## src/shared/hrs_pkg.sv

```systemverilog
/*
 Constants for the result and status register section: byte offsets,
 field positions, reset values and widths.
 Assumes a byte-wide register port with 8-bit offsets.
*/
package hrs_pkg;

   // ----------------------------------------
   // port widths
   // ----------------------------------------
   localparam int ADDR_W = 8;
   localparam int DATA_W = 8;
   localparam int AXIS_W = 16;
   localparam int ANGLE_W = 13;
   localparam int ANGLE_FRAC_W = 4;
   localparam int COUNT_W = 3;
   localparam int FAULT_N = 4;
   localparam int FLAG_N = 5;

   // ----------------------------------------
   // register offsets
   // ----------------------------------------
   localparam logic [7:0] OFF_Y_HIGH = 8'h14;
   localparam logic [7:0] OFF_Y_LOW = 8'h15;
   localparam logic [7:0] OFF_Z_HIGH = 8'h16;
   localparam logic [7:0] OFF_Z_LOW = 8'h17;
   localparam logic [7:0] OFF_CONV_STATE = 8'h18;
   localparam logic [7:0] OFF_ANGLE_HIGH = 8'h19;
   localparam logic [7:0] OFF_ANGLE_LOW = 8'h1a;
   localparam logic [7:0] OFF_MAGNITUDE = 8'h1b;
   localparam logic [7:0] OFF_HEALTH = 8'h1c;

   // ----------------------------------------
   // field positions
   // ----------------------------------------
   localparam int CS_COUNT_LSB = 5;
   localparam int CS_POR = 4;
   localparam int CS_DIAG = 1;
   localparam int CS_READY = 0;
   localparam int DH_IRQ_RB = 4;
   localparam int FLT_OSC = 3;
   localparam int FLT_IRQ = 2;
   localparam int FLT_MEM = 1;
   localparam int FLT_SUPPLY = 0;
   localparam int FLAG_POR = 4;

   // ----------------------------------------
   // reset values
   // ----------------------------------------
   localparam logic [7:0] RESULT_RST = 8'h00;
   localparam logic [7:0] CONV_STATE_RST = 8'h10;
   localparam logic [7:0] HEALTH_RST = 8'h10;
   localparam logic [4:0] FLAGS_RST = 5'h10;
   localparam logic IRQ_RB_RST = 1'b1;

endpackage

```

## src/shared/hrs_flag_if.sv

```systemverilog
/*
 Carrier for the sticky flag bank: set events and clear requests in,
 flag levels out.
 Assumes both ends sit on the same clock.
*/
`timescale 1ns/1ps
interface hrs_flag_if #(
   parameter int N = 5
);
   logic [N-1:0] set;
   logic [N-1:0] clr;
   logic [N-1:0] flags;

   modport owner (input set, input clr, output flags);
   modport user (output set, output clr, input flags);
endinterface

```

## src/verilog/hrs_flags.sv

```systemverilog
/*
 Bank of sticky write-one-to-clear flags with per-bit reset values.
 Assumes set and clear arrive as one-cycle levels on sys_clk.
*/
`timescale 1ns/1ps
module hrs_flags
   import hrs_pkg::*;
#(
   parameter int N = 5,
   parameter logic [N-1:0] RST_VAL = '0
) (
   input wire logic sys_clk,
   input wire logic rst_n,
   hrs_flag_if.owner fi
);

   // ----------------------------------------
   // one sticky flag per bit
   // ----------------------------------------
   for (genvar i = 0; i < N; i++) begin : g_bit
      logic q_reg;
      logic q_next;

      // set wins over a clear in the same cycle
      always_comb begin
         q_next = fi.set[i] | (q_reg & ~fi.clr[i]);
      end

      always_ff @(posedge sys_clk or negedge rst_n) begin
         if (!rst_n) begin
            q_reg <= RST_VAL[i];
         end else begin
            q_reg <= q_next;
         end
      end

      assign fi.flags[i] = q_reg;

      a_flag_set_wins: assert property (@(posedge sys_clk) disable iff (!rst_n)
         fi.set[i] |=> fi.flags[i])
         else $error("flag lost a set event");

      a_flag_zero_keeps: assert property (@(posedge sys_clk) disable iff (!rst_n)
         (!fi.set[i] && !fi.clr[i]) |=> fi.flags[i] == $past(fi.flags[i]))
         else $error("flag changed without cause");
   end

endmodule

```

## src/verilog/hrs_result_regs.sv

```systemverilog
/*
 Result and status register section of a three-axis field sensor:
 axis results, conversion state, angle, magnitude and device health.
 Assumes the serial bus layer presents a byte register port on sys_clk,
 and the conversion engine and checkers drive their inputs on sys_clk.
 The interrupt pin readback arrives from a pin and is synchronised.
*/
// Behaviour
// - y result readable at 14h and 15h
// - z result readable at 16h and 17h
// - three-bit wrapping count of data sets
// - power-on flag set at reset, write-one clears
// - diagnostic bit is OR of fault flags
// - ready bit follows data-complete level
// - 13-bit angle split over 19h and 1ah
// - low four angle bits are sixteenths
// - eight-bit magnitude readable at 1bh
// - health bit 4 shows interrupt pin level
// - readback reset follows pin after release
// - conversion state resets to 10h
// - four fault flags, write-one clears each
`timescale 1ns/1ps
module hrs_result_regs
   import hrs_pkg::*;
(
   input wire logic sys_clk,
   input wire logic rst_n,
   input wire logic [ADDR_W-1:0] reg_addr,
   input wire logic reg_rd,
   input wire logic reg_wr,
   input wire logic [DATA_W-1:0] reg_wdata,
   output logic [DATA_W-1:0] reg_rdata,
   output logic reg_rvalid,
   input wire logic set_valid,
   input wire logic [AXIS_W-1:0] y_axis_value,
   input wire logic [AXIS_W-1:0] z_axis_value,
   input wire logic [ANGLE_W-1:0] angle_value,
   input wire logic [DATA_W-1:0] magnitude_value,
   input wire logic data_complete,
   input wire logic [FAULT_N-1:0] fault_event,
   input wire logic irq_pin_level
);

   // ----------------------------------------
   // declarations
   // ----------------------------------------
   logic [AXIS_W-1:0] y_reg;
   logic [AXIS_W-1:0] y_next;
   logic [AXIS_W-1:0] z_reg;
   logic [AXIS_W-1:0] z_next;
   logic [ANGLE_W-1:0] angle_reg;
   logic [ANGLE_W-1:0] angle_next;
   logic [DATA_W-1:0] mag_reg;
   logic [DATA_W-1:0] mag_next;
   logic [COUNT_W-1:0] count_reg;
   logic [COUNT_W-1:0] count_next;
   logic ready_reg;
   logic ready_next;
   logic [DATA_W-1:0] rdata_reg;
   logic [DATA_W-1:0] rdata_next;
   logic rvalid_reg;
   logic rvalid_next;
   logic [FLAG_N-1:0] clr_req;
   logic irq_rb;
   logic diag;
   logic por;
   logic [FAULT_N-1:0] faults;
   logic [DATA_W-1:0] conv_state;
   logic [DATA_W-1:0] health;
   logic [2*DATA_W-1:0] angle_word;

   hrs_flag_if #(.N(FLAG_N)) flag_bus ();

   // ----------------------------------------
   // sticky flags and pin readback
   // ----------------------------------------

   // power-on flag has no set source; it comes back only with reset
   assign flag_bus.set = {1'b0, fault_event};
   assign flag_bus.clr = clr_req;

   hrs_flags #(
      .N(FLAG_N),
      .RST_VAL(FLAGS_RST)
   ) u_flags (
      .sys_clk(sys_clk),
      .rst_n(rst_n),
      .fi(flag_bus.owner)
   );

   // pin level reads as high during reset, then tracks the pin
   hrs_sync #(
      .RST_VAL(IRQ_RB_RST)
   ) u_irq_sync (
      .sys_clk(sys_clk),
      .rst_n(rst_n),
      .async_in(irq_pin_level),
      .sync_out(irq_rb)
   );

   assign por = flag_bus.flags[FLAG_POR];
   assign faults = flag_bus.flags[FAULT_N-1:0];
   assign diag = |faults;

   // ----------------------------------------
   // write decode: only write-one-to-clear bits respond
   // ----------------------------------------
   always_comb begin
      clr_req = '0;
      if (reg_wr && reg_addr == OFF_CONV_STATE) begin
         clr_req[FLAG_POR] = reg_wdata[CS_POR];
      end
      if (reg_wr && reg_addr == OFF_HEALTH) begin
         clr_req[FLT_OSC] = reg_wdata[FLT_OSC];
         clr_req[FLT_IRQ] = reg_wdata[FLT_IRQ];
         clr_req[FLT_MEM] = reg_wdata[FLT_MEM];
         clr_req[FLT_SUPPLY] = reg_wdata[FLT_SUPPLY];
      end
   end

   // ----------------------------------------
   // conversion results
   // ----------------------------------------

   // a new data set loads all results at once and bumps the count
   always_comb begin
      y_next = y_reg;
      z_next = z_reg;
      angle_next = angle_reg;
      mag_next = mag_reg;
      count_next = count_reg;
      ready_next = data_complete;
      if (set_valid) begin
         y_next = y_axis_value;
         z_next = z_axis_value;
         angle_next = angle_value;
         mag_next = magnitude_value;
         count_next = count_reg + 3'h1;
      end
   end

   always_ff @(posedge sys_clk or negedge rst_n) begin
      if (!rst_n) begin
         y_reg <= {RESULT_RST, RESULT_RST};
         z_reg <= {RESULT_RST, RESULT_RST};
         angle_reg <= '0;
         mag_reg <= RESULT_RST;
         count_reg <= '0;
         ready_reg <= 1'b0;
      end else begin
         y_reg <= y_next;
         z_reg <= z_next;
         angle_reg <= angle_next;
         mag_reg <= mag_next;
         count_reg <= count_next;
         ready_reg <= ready_next;
      end
   end

   // ----------------------------------------
   // read views
   // ----------------------------------------

   // reserved bits read as zero
   assign conv_state = {count_reg, por, 2'b00, diag, ready_reg};
   assign health = {3'b000, irq_rb, faults};
   assign angle_word = {3'b000, angle_reg};

   // ----------------------------------------
   // read port: value one cycle after the strobe
   // ----------------------------------------
   always_comb begin
      rvalid_next = reg_rd;
      rdata_next = rdata_reg;
      if (reg_rd) begin
         unique case (reg_addr)
            OFF_Y_HIGH: rdata_next = y_reg[15:8];
            OFF_Y_LOW: rdata_next = y_reg[7:0];
            OFF_Z_HIGH: rdata_next = z_reg[15:8];
            OFF_Z_LOW: rdata_next = z_reg[7:0];
            OFF_CONV_STATE: rdata_next = conv_state;
            OFF_ANGLE_HIGH: rdata_next = angle_word[15:8];
            OFF_ANGLE_LOW: rdata_next = angle_word[7:0];
            OFF_MAGNITUDE: rdata_next = mag_reg;
            OFF_HEALTH: rdata_next = health;
            default: rdata_next = 8'h00;
         endcase
      end
   end

   // reading has no side effect on any flag or result
   always_ff @(posedge sys_clk or negedge rst_n) begin
      if (!rst_n) begin
         rdata_reg <= 8'h00;
         rvalid_reg <= 1'b0;
      end else begin
         rdata_reg <= rdata_next;
         rvalid_reg <= rvalid_next;
      end
   end

   assign reg_rdata = rdata_reg;
   assign reg_rvalid = rvalid_reg;

   // ----------------------------------------
   // checks
   // ----------------------------------------

   a_count_wraps: assert property (@(posedge sys_clk) disable iff (!rst_n)
      set_valid |=> count_reg == 3'($past(count_reg) + 3'h1))
      else $error("set count did not advance by one");

   a_count_holds: assert property (@(posedge sys_clk) disable iff (!rst_n)
      !set_valid |=> $stable(count_reg))
      else $error("set count moved without a data set");

   a_y_read: assert property (@(posedge sys_clk) disable iff (!rst_n)
      (reg_rd && reg_addr == OFF_Y_HIGH) |=>
         reg_rvalid && reg_rdata == $past(y_reg[15:8]))
      else $error("y high byte read wrong");

   a_z_read: assert property (@(posedge sys_clk) disable iff (!rst_n)
      (set_valid ##1 !set_valid ##1 (reg_rd && reg_addr == OFF_Z_LOW)) |=>
         reg_rdata == $past(z_axis_value[7:0], 3))
      else $error("z low byte not from last data set");

   a_por_clears: assert property (@(posedge sys_clk) disable iff (!rst_n)
      (reg_wr && reg_addr == OFF_CONV_STATE && reg_wdata[CS_POR]) |=> !por)
      else $error("power-on flag not cleared by write one");

   a_por_zero_write: assert property (@(posedge sys_clk) disable iff (!rst_n)
      (reg_wr && reg_addr == OFF_CONV_STATE && !reg_wdata[CS_POR]) |=> $stable(por))
      else $error("power-on flag changed by write zero");

   a_diag_summary: assert property (@(posedge sys_clk) disable iff (!rst_n)
      (fault_event != 4'h0 ##1 !reg_wr ##1 (reg_rd && reg_addr == OFF_CONV_STATE))
         |=> reg_rdata[CS_DIAG])
      else $error("diagnostic bit missed a fault");

   a_ready_follows: assert property (@(posedge sys_clk) disable iff (!rst_n)
      (data_complete ##1 (reg_rd && reg_addr == OFF_CONV_STATE)) |=>
         reg_rdata[CS_READY])
      else $error("ready bit did not follow data complete");

   a_angle_high: assert property (@(posedge sys_clk) disable iff (!rst_n)
      (reg_rd && reg_addr == OFF_ANGLE_HIGH) |=>
         reg_rdata == {3'b000, $past(angle_reg[12:8])})
      else $error("angle high byte read wrong");

   a_mag_read: assert property (@(posedge sys_clk) disable iff (!rst_n)
      (set_valid ##1 !set_valid ##1 (reg_rd && reg_addr == OFF_MAGNITUDE)) |=>
         reg_rdata == $past(magnitude_value, 3))
      else $error("magnitude not from last data set");

   a_irq_readback: assert property (@(posedge sys_clk) disable iff (!rst_n)
      irq_pin_level [*3] |-> irq_rb == irq_pin_level)
      else $error("pin readback not tracking pin");

   a_read_clean: assert property (@(posedge sys_clk) disable iff (!rst_n)
      (reg_rd && !reg_wr && fault_event == 4'h0 && !set_valid) |=>
         $stable(flag_bus.flags) && $stable(y_reg) && $stable(angle_reg))
      else $error("read changed device state");

   a_unmapped_zero: assert property (@(posedge sys_clk) disable iff (!rst_n)
      (reg_rd && (reg_addr < OFF_Y_HIGH || reg_addr > OFF_HEALTH)) |=> reg_rdata == 8'h00)
      else $error("unmapped read not zero");

   a_irq_low: assert property (@(posedge sys_clk) disable iff (!rst_n)
      (!irq_pin_level) [*3] |-> !irq_rb)
      else $error("pin readback not low for a low pin");

   a_ready_low: assert property (@(posedge sys_clk) disable iff (!rst_n)
      (!data_complete ##1 (reg_rd && reg_addr == OFF_CONV_STATE)) |=>
         !reg_rdata[CS_READY])
      else $error("ready bit set while data incomplete");

   a_rvalid_pulse: assert property (@(posedge sys_clk) disable iff (!rst_n)
      !reg_rd |=> !reg_rvalid)
      else $error("read answer without a read");

   a_health_read: assert property (@(posedge sys_clk) disable iff (!rst_n)
      (reg_rd && reg_addr == OFF_HEALTH) |=>
         reg_rdata[7:5] == 3'h0 && reg_rdata[FAULT_N-1:0] == $past(faults))
      else $error("health byte read wrong");

   a_fault_clear: assert property (@(posedge sys_clk) disable iff (!rst_n)
      (reg_wr && reg_addr == OFF_HEALTH && reg_wdata[FLT_OSC] && !fault_event[FLT_OSC])
         |=> !faults[FLT_OSC])
      else $error("oscillator fault not cleared by write one");

   a_y_low_read: assert property (@(posedge sys_clk) disable iff (!rst_n)
      (reg_rd && reg_addr == OFF_Y_LOW) |=> reg_rdata == $past(y_reg[7:0]))
      else $error("y low byte read wrong");

   a_angle_low: assert property (@(posedge sys_clk) disable iff (!rst_n)
      (reg_rd && reg_addr == OFF_ANGLE_LOW) |=> reg_rdata == $past(angle_reg[7:0]))
      else $error("angle low byte read wrong");

   a_conv_reserved: assert property (@(posedge sys_clk) disable iff (!rst_n)
      (reg_rd && reg_addr == OFF_CONV_STATE) |=> reg_rdata[3:2] == 2'h0)
      else $error("conversion state reserved bits not zero");

endmodule

```

## src/verilog/hrs_sync.sv

```systemverilog
/*
 Two flip-flop synchroniser for one level from a pin.
 Assumes the pin is slow against sys_clk.
*/
`timescale 1ns/1ps
module hrs_sync #(
   parameter logic RST_VAL = 1'b0
) (
   input wire logic sys_clk,
   input wire logic rst_n,
   input wire logic async_in,
   output logic sync_out
);

   logic stage1_reg;
   logic stage1_next;
   logic stage2_reg;
   logic stage2_next;

   // ----------------------------------------
   // two stages, the first read only by the second
   // ----------------------------------------
   always_comb begin
      stage1_next = async_in;
      stage2_next = stage1_reg;
   end

   always_ff @(posedge sys_clk or negedge rst_n) begin
      if (!rst_n) begin
         stage1_reg <= RST_VAL;
         stage2_reg <= RST_VAL;
      end else begin
         stage1_reg <= stage1_next;
         stage2_reg <= stage2_next;
      end
   end

   assign sync_out = stage2_reg;

endmodule
```

## config.mk

```make
export PLATFORM = sky130hd
export DESIGN_NAME = hrs_result_regs
export DESIGN_NICKNAME = d
export VERILOG_FILES = /design/src/shared/hrs_pkg.sv /design/src/shared/hrs_flag_if.sv /design/src/verilog/hrs_flags.sv /design/src/verilog/hrs_result_regs.sv /design/src/verilog/hrs_sync.sv
export SDC_FILE = /design/constraint.sdc
export NUM_CORES = 1
export LEC_CHECK = 0
export BUFFER_PORTS_ARGS = -buffer_cell sky130_fd_sc_hd__buf_2
export CORE_UTILIZATION = 53
export DETAILED_ROUTE_END_ITERATION = 7
export PLACE_DENSITY = 0.8
export SLEW_MARGIN = 20
export SYNTH_ARGS = -nofsm -noshare
export SYNTH_HDL_FRONTEND = slang
export SYNTH_SLANG_ARGS = --single-unit
export TNS_END_PERCENT = 50
```

## constraint.sdc

```tcl
create_clock -name sys_clk -period 1.47 [get_ports sys_clk]
set_clock_uncertainty 0.05 [all_clocks]
set_input_delay 0.2205 -clock sys_clk [delete_from_list [all_inputs] [get_ports sys_clk]]
set_output_delay 0.2205 -clock sys_clk [all_outputs]
set_load 0.03 [all_outputs]
```

Word-level counts from Yosys, hierarchy flattened
Index checks and enable logic that the tools add are counted.
{"block": "word_totals", "reg_bits": 73, "in_bits": 80, "elab_cells": 45}
{"block": "classes", "n_addsub": 1, "eq_ne": 9, "mux": 3, "n_bitwise": 14, "n_reduce_logical": 3}
{"cell": "$eq 8x5->1 const B", "n": 9}
{"cell": "$pmux 8 s9", "n": 1}
{"cell": "$and 1x1->1", "n": 5}
{"cell": "$not 1->1", "n": 5}
{"cell": "$mux 4", "n": 1}
{"cell": "$or 1x1->1", "n": 4}
{"cell": "$reduce_or 4->1", "n": 1}
{"cell": "$add 3x1->3 const B", "n": 1}
{"cell": "$logic_and 1x1->1", "n": 2}
{"cell": "$mux 1", "n": 1}

Depth between registers and ports, before layout
{"block": "depth", "depth_word": 6, "mapped_depth": 7, "depth_no_buf": 4}

By module
From an unflattened synthesis, not the netlist that was laid out.
{"block": "unflattened", "cells_unflattened": 273, "area_unflattened_um2": 3414.5}
{"mod": "hrs_result_regs", "instances": 1, "cells_per_inst": 251, "area_each_um2": 3141.8}
{"mod": "hrs_flags", "instances": 1, "cells_per_inst": 20, "area_each_um2": 220.2}
{"mod": "hrs_sync", "instances": 1, "cells_per_inst": 2, "area_each_um2": 52.6}

Least setup slack after synthesis
OpenSTA, ideal clock, no wires.
{"block": "synth_path", "path_type": "input to register", "from": "input reg_addr[0]", "to": "register rdata_reg[0] (netlist: reg_rdata[0])", "arrival_time_ns": 1.171, "required_time_ns": 1.288, "path_slack_ns": 0.116, "path_stages": 5, "path_buffers": 1, "path_cell_list": "buf_6 -> mux2_4 -> a32o_1 -> nor4_2 -> o2bb2ai_1"}
{"block": "synth_between", "elab_chain_len": 2, "elab_cells_between_ends": 10, "cone_classes": "9 x eq/ne; 1 x mux"}
{"item": "start: declaration", "line": "hrs_result_regs.sv:28", "source": "input wire logic [ADDR_W-1:0] reg_addr,"}
{"item": "$eq 8x5->1", "line": "hrs_result_regs.sv:176", "source": "unique case (reg_addr)"}
{"item": "$pmux 8 s9 *", "line": "hrs_result_regs.sv:176"}
{"item": "end signal: assignment", "line": "hrs_result_regs.sv:197", "source": "rdata_reg <= rdata_next;"}
{"item": "end: declaration", "line": "hrs_result_regs.sv:59", "source": "logic [DATA_W-1:0] rdata_reg;"}
Every way passes the cells marked *; elsewhere a longest branch is shown, timed or not.
A chain may end at the register's enable or synchronous reset.

Worst setup path in the final report
{"block": "layout_path", "from": "register angle_reg[4]", "to": "register rdata_reg[4] (netlist: reg_rdata[4])"}
{"block": "layout_between", "elab_chain_len": 1}
{"item": "start: declaration", "line": "hrs_result_regs.sv:51", "source": "logic [ANGLE_W-1:0] angle_reg;"}
{"item": "start signal: assignment", "line": "hrs_result_regs.sv:153", "source": "angle_reg <= angle_next;"}
{"item": "$pmux 8 s9", "line": "hrs_result_regs.sv:176"}
Every way passes these cells.

==> results.md <==
- Synth area leader: dfrtp_1
- CORE AREA: 0.00606 mm2
- R2R depth: 4
- Synthesized flop and latch total: 73
- Comb pwr share: 15.9%
- CP startpoint kind: register
- Crit share post-route: 97.7%
- Num rows: 28
- FF-to-FF Start: angle_reg[4]
- Largest net degree at the start of global routing: 57
- Fillers: 469
- Fmax: 696 MHz
- Io pins: 89
- Most common cell after layout, fill and taps aside: buf_2
- RSZ-0062 raised after global routing: no
- TritonCTS clock tree: built
- Reg area: 0.00183 mm2
- Crit-path cells: mux2_4, a32o_1, nor4_2, o2bb2ai_1
- Clk network pwr share: 33.8%
- CTS H-tree lvls: 3
- Routed wire per std cell: 16.4 um
- Register area share after synthesis: 54.0%
- Syn avg cell area: 13.7 um2
- Die Span Y: 82.0 um
- Hold Path End: u_flags.g_bit[4].q_reg
- Async SR Flop Fraction: 100%
- Clock Pin Slew Worst Setup and Hold Paths: 0.07 ns
- Worst R2R End: reg_rdata[4]
- Slew Viols, Final: 0
- ANT cells: 0
- CP required: 1.65 ns
- Placer Congestion: 0.935
- TritonRoute pass-1 iters: 4
- Dpl hpwl: 5.37 mm
- Post-CTS Setup Inserts: 0
- Final WL: 7.26 mm
- Worst-Margin Slew: 0.556 ns
- Finish-stage setup viols: 0
- Fin area: 0.00436 mm2
- Initial antenna violation count: 0
- WS Path Type: register to register
- IO buf count: 85
- Commonest non-fill, non-tap cells in the layout: buf_2, dfrtp_1, mux2_2
- Layout Cells excl Fill: 444
- Synth Cell Area: 0.00339 mm2
- Netlist cell types: 46
- Maximum clock path buffer count: 2
- R2r setup slk: 0.03 ns
- Placed cell areas: 0.00408 mm2
- Tmin final: 1.44 ns
- Routed Antenna Nets: 0
- Placed cells: 420
- Met3 WL: 420 um
- Area of the multi-input gates: 0.00145 mm2
- Top Layer Used: met4
- Most used DFF post-synth: dfrtp_1
- Worst Hold Class: input pin to register
- Mapped Cells: 248
- 1st-iter DRT viols: 142
- Critical Path End Type: register
- Sink Count: 73
- DR vias: 2458
- Vias in the first global route: 2546
- Post-synth EDFFs: 0
- Hold Crit Depth: 2
- Pwr/cell area: 1060 mW/mm2
- Final hold viol count: 0
- Clk root buf: clkbuf_8
- CP max stage delay: 0.39 ns
- Number of nets in the layout: 445
- Worst skew pair latency: 0.35 ns
- Gr usage total: 24.0%
- Switching share of power: 25.3%
- Vias per inst: 5.54
- Critical path's slowest cell: dfrtp_1
- Peak supply drop: 0.000880 V
- Internal power: 0.00346 W
- Area growth syn-to-layout: 28.5%
- Max cap viols: 0
- Share of power burned in registers: 50.3%
- Die ar.: 0.00672 mm2
- Syn Nets: 329
- Global-route wire length before repair: 11.9 mm
- Synth area leaders: dfrtp_1, mux2_2, mux2i_1
- Status: complete, no violations
- Post-route DRC violation count: 0
- Met2 WL: 3.62 mm
- TritonCTS buffer count: 9
- Arr. time, crit path: 1.62 ns
- Die X: 82.0 um
- Warnings from Yosys: 0
- Starting density of the core: 55.9%
- P_sw: 0.00117 W
- Grt total ovfl: 0
- CP Max Fanout: 2
- Static leakage: 2.00 nW
- Met1 WL: 3.10 mm
- Share of layout cells above drive strength 1: 54.5%
- Slew headroom: 63.0%
- Worst Hold Launch: reg_wdata[4]
- Yosys top cell area share: 51.7%
==> worst max-delay path, delay by kind of cell, from the launching register on <==
kind / cells / cell delay (ns)
DFF: 1 / 0.39
AOI/OAI and AO/OA: 2 / 0.36
muxes: 1 / 0.27
and+or+nand+nor: 1 / 0.25
==> per-stage QoR <==
| stage | worst slack (ns) | util, % | TNS, ns | total power, W | hold WS [ns] |
|---|---|---|---|---|---|
| 5_1_grt | 0.00212 | 71.9 | 0 | 0.00484 | 0.0136 |
| 3_5_place_dp | -0.169 | 67.3 | -1.57 | 0.00309 | 0.183 |
| 3_3_place_gp | -0.108 | 67.3 | -1.09 | 0.00306 | 0.178 |
| 6_report | 0.0339 | 71.9 | 0 | 0.00463 | 0.0157 |
| 4_1_cts | 0.0311 | 71.8 | 0 | 0.00467 | 0.00265 |
| 2_1_floorplan | 0.116 | - | 0 | 0.00278 | -0.125 |
==> cells in the mapped netlist, types with 2 or more instances <==
master and instances:
mux2i_1 12, a31oi_1 2, dfrtp_1 70, buf_6 3, nand3b_1 2, a221oi_1 6
mux2_2 59, nor4b_1 2, inv_1 2, buf_2 7, nand2b_1 4, a32o_1 6
a21oi_1 4, mux2_4 3, nand2_1 9, dfstp_2 3, nor2_1 7, a21boi_0 2
nor2b_1 5, a22o_1 2, a21o_1 4, buf_4 3, nor4_2 2, o2bb2ai_1 7
==> cell type report <==
type	instances	share of cell area (%)
multi-input combinational	157	33.3
clock buffer	10	3.16
sequential	73	42.0
tap	75	2.15
timing repair buffer	120	17.7
inverter	3	0.345
clock inverter	6	1.32
==> logic make-up (layout without fill, tap and decap cells) <==
kind of cell / count (synthesis) / in the layout / share of synthesized area, %
flops: 73 / 73 / 54.0
fa+ha+maj: 1 / 1 / 0.369
compound gates: 40 / 40 / 9.74
xor+xnor: 2 / 2 / 0.517
buf+inv: 18 / 139 / 3.25
mux: 74 / 74 / 24.5
simple gates: 40 / 40 / 7.67
==> worst max path at each step <==
stage | startpoint | to | slack, ns
after floorplan | reg_addr[0] | reg_rdata[0] | 0.12
after global placement | reg_addr[0] | reg_rdata[5] | -0.11
after detailed placement | reg_addr[0] | reg_rdata[0] | -0.17
after CTS | angle_reg[4] | reg_rdata[4] | 0.03
after global routing | angle_reg[4] | reg_rdata[4] | 0.002
final | angle_reg[4] | reg_rdata[4] | 0.03
==> routing by layer <==
metal  GRT usage (%)  up-vias
li1                -     1156
met1            30.9     1205
met2            39.3       82
met3            5.78       15
met4            8.77        0
met5               0        -
==> power groups by stage <==
stage          Sequential, W  Combinational [W]  Clock [W]
2_1_floorplan        0.00234           0.000441          0
3_3_place_gp         0.00236           0.000697          0
3_5_place_dp         0.00237           0.000727          0
4_1_cts              0.00233           0.000747    0.00159
5_1_grt              0.00235           0.000810    0.00167
6_report             0.00233           0.000736    0.00157
==> what timing repair did <==
| action | 4_1_cts | 5_1_grt |
|---|---|---|
| endpoints found under the hold margin | 23 | 0 |
| pin swaps | 1 | 0 |
| hold buffers | 8 | 0 |
| endpoints found under the setup margin | 1 | 1 |
| resized for setup | 0 | 1 |
(Power assumes the default switching activity.)
